<file path="config.mk">
export PLATFORM = sky130hd
export DESIGN_NAME = rrie_core
export DESIGN_NICKNAME = d
export VERILOG_FILES = /design/src/pkg/rrie_pkg.sv /design/src/design/rrie_qclk.sv /design/src/design/rrie_core.sv
export SDC_FILE = /design/constraint.sdc
export NUM_CORES = 1
export LEC_CHECK = 0
export BUFFER_PORTS_ARGS = -buffer_cell sky130_fd_sc_hd__buf_4
export CAP_MARGIN = 25
export CORE_ASPECT_RATIO = 0.5
export CORE_MARGIN = 8
export CORE_UTILIZATION = 30
export DETAILED_ROUTE_END_ITERATION = 8
export PLACE_DENSITY = 0.49
export RECOVER_POWER = 50
export REMOVE_ABC_BUFFERS = 1
export SYNTH_ARGS = -nofsm -noshare
export SYNTH_HDL_FRONTEND = slang
export SYNTH_SLANG_ARGS = --single-unit
export TNS_END_PERCENT = 100
</file>
<file path="constraint.sdc">
create_clock -name clk -period 5.5 [get_ports clk]
set_clock_uncertainty 0.2 [all_clocks]
set_input_delay 0 -clock clk [delete_from_list [all_inputs] [get_ports clk]]
set_output_delay 0 -clock clk [all_outputs]
set_load 0.005 [all_outputs]
</file>
<file path="src/pkg/rrie_pkg.sv">
// Package: constants for the return/reset instruction execution block
package rrie_pkg;
    localparam int PC_W = 21;
    localparam int STK_DEPTH = 31;
    localparam int SP_W = 5;
    localparam logic [15:0] OPC_SWRESET = 16'h00ff;
    localparam logic [14:0] OPC_RETURN_FROM_INTERRUPT_OP_TOP = 15'h0008;
    localparam logic [7:0] OPC_RETURN_WITH_LITERAL_OP_TOP = 8'h0c;
    localparam logic [7:0] W_RST = 8'h00;
    localparam logic [7:0] STATUS_RST = 8'h00;
    localparam logic [3:0] BSR_RST = 4'h0;
    localparam logic [PC_W-1:0] PC_RST = 21'h00000;
    localparam logic [SP_W-1:0] SP_RST = 5'h00;
    localparam logic [1:0] Q1 = 2'h0;
    localparam logic [1:0] Q2 = 2'h1;
    localparam logic [1:0] Q4 = 2'h3;
    // APB register map (byte addresses)
    localparam logic [7:0] A_INSTR = 8'h00;
    localparam logic [7:0] A_CTRL = 8'h04;
    localparam logic [7:0] A_W = 8'h08;
    localparam logic [7:0] A_STATUS = 8'h0c;
    localparam logic [7:0] A_PC = 8'h10;
    localparam logic [7:0] A_SP = 8'h14;
    localparam logic [7:0] A_SHADOW = 8'h18;
    localparam logic [7:0] A_TOS = 8'h1c;
    localparam logic [7:0] A_LATCH = 8'h20;
    typedef enum logic [1:0] {RRIE_IDLE, RRIE_EXEC, RRIE_NOP} rrie_state_type;
endpackage : rrie_pkg

</file>
<file path="src/design/rrie_qclk.sv">
// Quarter-cycle phase generator for the four-phase instruction cycle
`timescale 1ns/1ps
`default_nettype none
module rrie_qclk
    import rrie_pkg::*;
(
    input wire logic clk,
    input wire logic rst_n,
    input wire logic sync_clr,
    output logic [1:0] q_ff
);
    always_ff @(posedge clk or negedge rst_n) begin
        if (!rst_n) begin
            q_ff <= Q1;
        end else if (sync_clr) begin
            q_ff <= Q1;
        end else begin
            q_ff <= q_ff + 2'h1;
        end
    end
endmodule // rrie_qclk
`default_nettype wire

</file>
<file path="src/design/rrie_core.sv">
// Execution of software reset, return-from-interrupt and literal-return
// Operation
// - Software reset returns every register and flag except the stack array to master-clear values.
// - Software reset is one word, one cycle; reset starts in phase two.
// - Interrupt return pops stack into PC; two cycles, second a no-op.
// - Interrupt return sets high or low global enable in phase four.
// - With s set, W, status and bank select reload from shadows.
// - Literal return loads W with opcode low-byte literal.
// - Literal return pops stack into PC; two cycles, second a no-op.
// - Neither return touches the upper and high PC latches.
//
// The APB interface to the registers and the placing of the registers were chosen for this implementation.
`timescale 1ns/1ps
`default_nettype none
module rrie_core
    import rrie_pkg::*;
(
    input wire logic clk,
    input wire logic rst_n,
    input wire logic psel,
    input wire logic penable,
    input wire logic pwrite,
    input wire logic [7:0] paddr,
    input wire logic [31:0] pwdata,
    output logic [31:0] prdata,
    output logic pready,
    output logic pslverr,
    output logic busy_ff,
    output logic global_int_enable_high,
    output logic peripheral_int_enable_low
);
    // ****************************************
    // State
    // ****************************************
    logic [1:0] q_ff;
    rrie_state_type state_ff;
    logic [15:0] opc_ff;
    logic pend_ff;
    logic swrst;
    logic [7:0] w_ff, status_ff, w_sh_ff, status_sh_ff;
    logic [3:0] bsr_ff, bsr_sh_ff;
    logic [PC_W-1:0] pc_ff;
    logic [SP_W-1:0] sp_ff;
    logic [PC_W-1:0] stk_ff [STK_DEPTH+1];
    logic [7:0] latch_h_ff, latch_u_ff;
    logic gieh_ff, giel_ff, prio_ff;
    logic wr, wr_ok, rd_ok, is_return_from_interrupt_op, is_return_with_literal_op, is_rst, q_start;
    logic [PC_W-1:0] top_of_stack;

    assign wr = psel && penable && pwrite;
    // Refused while an opcode waits or runs, so it always sees settled state
    assign wr_ok = wr && !pend_ff && state_ff == RRIE_IDLE;
    assign top_of_stack = stk_ff[sp_ff];
    assign is_rst = opc_ff == OPC_SWRESET;
    assign is_return_from_interrupt_op = opc_ff[15:1] == OPC_RETURN_FROM_INTERRUPT_OP_TOP;
    assign is_return_with_literal_op = opc_ff[15:8] == OPC_RETURN_WITH_LITERAL_OP_TOP;
    // Reset starts at phase two of the decoding cycle
    assign swrst = state_ff == RRIE_EXEC && is_rst && q_ff == Q2;
    assign q_start = pend_ff && q_ff == Q4 && state_ff == RRIE_IDLE;

    rrie_qclk u_q (
        .clk(clk),
        .rst_n(rst_n),
        .sync_clr(swrst),
        .q_ff(q_ff)
    );

    // ****************************************
    // Sequencer
    // ****************************************
    always_ff @(posedge clk or negedge rst_n) begin
        if (!rst_n) begin
            state_ff <= RRIE_IDLE;
            pend_ff <= 1'b0;
            opc_ff <= 16'h0000;
        end else if (swrst) begin
            state_ff <= RRIE_IDLE;
            pend_ff <= 1'b0;
            opc_ff <= 16'h0000;
        end else begin
            if (wr_ok && paddr == A_INSTR) begin
                opc_ff <= pwdata[15:0];
                pend_ff <= 1'b1;
            end
            case (state_ff)
                RRIE_IDLE: begin
                    if (q_start) begin
                        state_ff <= RRIE_EXEC;
                        pend_ff <= 1'b0;
                    end
                end
                RRIE_EXEC: begin
                    if (q_ff == Q4) begin
                        state_ff <= (is_return_from_interrupt_op || is_return_with_literal_op) ? RRIE_NOP : RRIE_IDLE;
                    end
                end
                RRIE_NOP: begin
                    if (q_ff == Q4) begin
                        state_ff <= RRIE_IDLE;
                    end
                end
                default: state_ff <= RRIE_IDLE;
            endcase
        end
    end

    always_ff @(posedge clk or negedge rst_n) begin
        if (!rst_n) begin
            busy_ff <= 1'b0;
        end else begin
            busy_ff <= pend_ff || state_ff != RRIE_IDLE;
        end
    end

    // ****************************************
    // Core registers
    // ****************************************
    logic pop;
    assign pop = state_ff == RRIE_EXEC && q_ff == Q4 && (is_return_from_interrupt_op || is_return_with_literal_op);

    always_ff @(posedge clk or negedge rst_n) begin
        if (!rst_n) begin
            w_ff <= W_RST;
            status_ff <= STATUS_RST;
            bsr_ff <= BSR_RST;
            pc_ff <= PC_RST;
            sp_ff <= SP_RST;
            gieh_ff <= 1'b0;
            giel_ff <= 1'b0;
        end else if (swrst) begin
            w_ff <= W_RST;
            status_ff <= STATUS_RST;
            bsr_ff <= BSR_RST;
            pc_ff <= PC_RST;
            sp_ff <= SP_RST;
            gieh_ff <= 1'b0;
            giel_ff <= 1'b0;
        end else if (pop) begin
            pc_ff <= top_of_stack;
            sp_ff <= sp_ff - 5'h01;
            if (is_return_with_literal_op) begin
                w_ff <= opc_ff[7:0];
            end else begin
                if (prio_ff) begin
                    gieh_ff <= 1'b1;
                end else begin
                    giel_ff <= 1'b1;
                end
                if (opc_ff[0]) begin
                    w_ff <= w_sh_ff;
                    status_ff <= status_sh_ff;
                    bsr_ff <= bsr_sh_ff;
                end
            end
        end else if (wr_ok) begin
            case (paddr)
                A_W: w_ff <= pwdata[7:0];
                A_STATUS: status_ff <= pwdata[7:0];
                A_PC: pc_ff <= pwdata[PC_W-1:0];
                A_SP: sp_ff <= pwdata[SP_W-1:0];
                A_CTRL: begin
                    gieh_ff <= pwdata[1];
                    giel_ff <= pwdata[2];
                    bsr_ff <= pwdata[11:8];
                end
                default: ;
            endcase
        end
    end

    // Shadows, stack entries, latches and priority select are software-loaded only
    always_ff @(posedge clk or negedge rst_n) begin
        if (!rst_n) begin
            w_sh_ff <= W_RST;
            status_sh_ff <= STATUS_RST;
            bsr_sh_ff <= BSR_RST;
            latch_h_ff <= 8'h00;
            latch_u_ff <= 8'h00;
            prio_ff <= 1'b0;
        end else if (swrst) begin
            w_sh_ff <= W_RST;
            status_sh_ff <= STATUS_RST;
            bsr_sh_ff <= BSR_RST;
            latch_h_ff <= 8'h00;
            latch_u_ff <= 8'h00;
            prio_ff <= 1'b0;
        end else if (wr_ok) begin
            // Latches never change on a return: only this bus path and the two resets write them
            case (paddr)
                A_SHADOW: begin
                    w_sh_ff <= pwdata[7:0];
                    status_sh_ff <= pwdata[15:8];
                    bsr_sh_ff <= pwdata[19:16];
                end
                A_LATCH: begin
                    latch_h_ff <= pwdata[7:0];
                    latch_u_ff <= pwdata[15:8];
                end
                A_CTRL: prio_ff <= pwdata[0];
                default: ;
            endcase
        end
    end

    // Stack array holds no reset; pointer reset makes contents irrelevant
    always_ff @(posedge clk) begin
        if (wr_ok && paddr == A_TOS) begin
            stk_ff[sp_ff] <= pwdata[PC_W-1:0];
        end
    end

    // ****************************************
    // APB slave
    // ****************************************
    always_comb begin
        rd_ok = 1'b1;
        case (paddr)
            A_INSTR, A_CTRL, A_W, A_STATUS, A_PC, A_SP, A_SHADOW, A_TOS, A_LATCH: rd_ok = 1'b1;
            default: rd_ok = 1'b0;
        endcase
    end

    always_ff @(posedge clk or negedge rst_n) begin
        if (!rst_n) begin
            prdata <= 32'h00000000;
            pready <= 1'b0;
            pslverr <= 1'b0;
            global_int_enable_high <= 1'b0;
            peripheral_int_enable_low <= 1'b0;
        end else begin
            global_int_enable_high <= gieh_ff;
            peripheral_int_enable_low <= giel_ff;
            pready <= psel && !penable;
            pslverr <= psel && !penable && !rd_ok;
            prdata <= 32'h00000000;
            if (psel && !penable && !pwrite) begin
                case (paddr)
                    A_INSTR: prdata <= {15'h0000, pend_ff, opc_ff};
                    A_CTRL: prdata <= {20'h00000, bsr_ff, 5'h00, giel_ff, gieh_ff, prio_ff};
                    A_W: prdata <= {24'h000000, w_ff};
                    A_STATUS: prdata <= {24'h000000, status_ff};
                    A_PC: prdata <= {11'h000, pc_ff};
                    A_SP: prdata <= {27'h0000000, sp_ff};
                    A_SHADOW: prdata <= {12'h000, bsr_sh_ff, status_sh_ff, w_sh_ff};
                    A_TOS: prdata <= {11'h000, top_of_stack};
                    A_LATCH: prdata <= {16'h0000, latch_u_ff, latch_h_ff};
                    default: prdata <= 32'h00000000;
                endcase
            end
        end
    end
endmodule // rrie_core
`default_nettype wire

</file>
==> metrics.csv <==
metric,value,unit
startpoint_type,flop,
seq_area_frac_synth,72.99,%
io_buffers,59,
grt_first_pass_wirelength,126900,um
synth-seq-cells,804,
synthAdderAreaFrac,0.1945,%
area_growth,16.35,%
cp.arrival,4.37,ns
first_pass_iters,5,
cts_resized,0,
ctsLongestPathBuffers,3,
wl_per_cell,26.25,um
dieArea,118600,um^2
cts_root_buffer,clkbuf_16,
syn_area_per_cell,18.90,um^2
row_count,85,
synth_compound_area_share,5.134,%
finalMaxSlewViolations,928,
worst_pin_slew,2.435,ns
drtIter0Drc,1517,
fmax,231.4,MHz
drc,0,
syn_area,32170,um^2
insertion_delay,0.64,ns
finalPower,12590,uW
synth_area_leaders,"edfxtp_1 (63%), mux4_2 (12%), dfrtp_1 (10%), a22oi_1 (2.1%), mux2i_1 (2.0%)",
cts_sinks,804,
p_per_area,336.2,nW/um^2
fin_crit_sh,78.57,%
final.min_clock_period,4.321,ns
dp_cells,3122,
violations,"capacitance limit, slew limit",
synthFlopType,edfxtp_1,
async_flop_share,16.42,%
slew_headroom,-62.31,%
synth_xor_area_share,0.02722,%
vias_per_cell,5.131,
antenna_found_initial,12,
peakVddDrop,0.2380,mV
synth_top_family_by_area,multiplexers,
p_leak,0.01221,uW
yosys.area.top_type_share,62.73,%
yosysMostFrequentCell,edfxtp_1,
rsz0062_at_grt,false,
htree_levels,3,
drive_above_1_share,23.63,%
grt_usage,14.48,%
numCtsBuffers,79,
max-cap-violations,23,
clkSlewWorstSetupHoldPaths,0.06,ns
synth_edf_count,672,
synthTopCellsByCount,"edfxtp_1 (672), mux4_2 (172), dfrtp_1 (132), nor2_1 (89), a22oi_1 (88)",
start_util,30.07,%
status,"finished, violations left",
grt_max_degree,90,
grt_pass1_vias,17357,
vias,16995,
synthCells,1702,
die_w,479.1,um
synth_mux_area_share,15.05,%
hp-class,primary input to flop,
netlist-cell-type-count,72,
worst-path-max-fanout,21,
nets,1862,
path_class,flop to flop,
overflow,0,
stdcell_count,3312,
io_pins,82,
routabilityCongestion,0.7715,
postCtsSetupBuffers,0,
finalHoldViolCount,0,
totalWireLength,86940,um
cts_tree,built,
cp-end-kind,flop,
synthSimpleGateAreaFrac,4.690,%
core-area,107000,um^2
yosys_warnings,0,
yosysTopAreaCell,edfxtp_1,
setup_viol,0,
required,5.55,ns
ant_nets,0,
dp_hpwl,53770,um
die_y,247.6,um
## cells by family after synthesis
logic type / Yosys count
flip-flops: 804
AND/OR/NAND/NOR: 273
multiplexers: 265
AO/OA/AOI/OAI: 229
buffers and inverters: 124
adder cells (fa/ha/maj): 5
other: 1
XOR/XNOR: 1
## metal layers
layer | part of all wire [%] | up-vias | GRT usage (%)
met5 | 0.0081 | - | 0
met3 | 5.4 | 124 | 2.698
met2 | 45 | 482 | 21.92
li1 | - | 7200 | -
met1 | 48 | 9187 | 21.58
met4 | 2.0 | 2 | 3.420
## sequential cells by signal, indices dropped and copies added, names as in the netlist, 5 cells and up
register      flops
stk_ff          672
opc_ff           16
status_sh_ff      8
sp_ff             5
latch_u_ff        8
w_sh_ff           8
w_ff              8
prdata           21
pc_ff            21
latch_h_ff        8
status_ff         8
## metrics by stage
stage                     TNS [ns]  util [%]  area (um^2)  worst slack [ns]  hold slack (ns)
final                            0     34.99        37430             1.179          0.05319
after CTS                        0     35.11        37560             1.251         0.009255
after floorplan           -2190.91         -        31620            -3.154          -0.4956
after global placement           0     32.22        34470             1.276         -0.03934
after detailed placement         0     32.22        34470             1.270         -0.04321
after global routing             0     34.98        37430             1.056          0.04279
## final timing paths
| check | startpoint | end | slack (ns) | cells past startpoint |
|---|---|---|---|---|
| setup reg to reg | pend_ff | stk_ff[30][4] | 1.18 | 5 |
| max in group asynchronous | rst_n | sp_ff[0] | 2.21 | 4 |
| hold / removal | psel | pready | 0.05 | 3 |
| hold reg to reg | gieh_ff | global_int_enable_high | 0.24 | 0 |
| setup / recovery | pend_ff | stk_ff[30][4] | 1.18 | 5 |
| min in group asynchronous | rst_n | prdata[5] | 1.16 | 4 |
## power breakdown
| group | leakage (uW) | total, uW | internal [uW] | switching (uW) |
|---|---|---|---|---|
| Clock | 0.00129 | 5560 | 3200 | 2360 |
| Combinational | 0.00327 | 381 | 119 | 263 |
| Sequential | 0.00766 | 6640 | 6620 | 20.2 |
## worst max-delay path: stages, from the launching register on
cell and delay (ns):
dfrtp_1 0.42, or3_1 0.53, or2_1 0.42, nor3_1 0.68, nand2_1 0.77, nor2_4 0.90
## cell type report
cell class                      instances  area (um^2)
Fill cell                           10143        69560
Sequential cell                       804        23490
Multi-Input combinational cell        784         8402
Clock buffer                           98         2101
Tap cell                             1435         1795
Timing Repair Buffer                  136         1080
Clock inverter                         46        531.8
Inverter                                7        26.28
Antenna cell                            2        5.005
## cell usage in the layout, fill, tap and decap left out, types with 6 or more instances in the layout
cell | synthesis | layout
a22oi_1 | 88 | 88
clkbuf_1 | 60 | 45
and4_1 | 20 | 20
o22ai_1 | 25 | 25
bufinv_16 | 0 | 10
mux2i_1 | 64 | 64
a22o_1 | 13 | 13
nor2_1 | 89 | 57
conb_1 | 1 | 11
clkinv_2 | 0 | 16
nand2_1 | 42 | 42
dlygate4sd3_1 | 0 | 43
nand3_1 | 18 | 18
and2_1 | 16 | 16
edfxtp_1 | 672 | 672
o2bb2ai_1 | 12 | 12
clkbuf_16 | 0 | 81
mux4_2 | 172 | 172
o21ai_0 | 31 | 31
mux2_2 | 28 | 28
nand3b_1 | 6 | 6
a31oi_1 | 13 | 13
a21oi_1 | 14 | 14
inv_1 | 7 | 7
clkinv_1 | 0 | 13
buf_4 | 13 | 53
dfrtp_1 | 132 | 130
nand4_1 | 9 | 9
nor2_4 | 1 | 33
nor3_1 | 16 | 15
or3_1 | 6 | 6
## repair_timing
item | CTS | global route
hold endpoints to repair | 874 | 0
setup endpoints to repair | 0 | 0
hold buffers | 44 | 0
(Power assumes the default switching activity.)
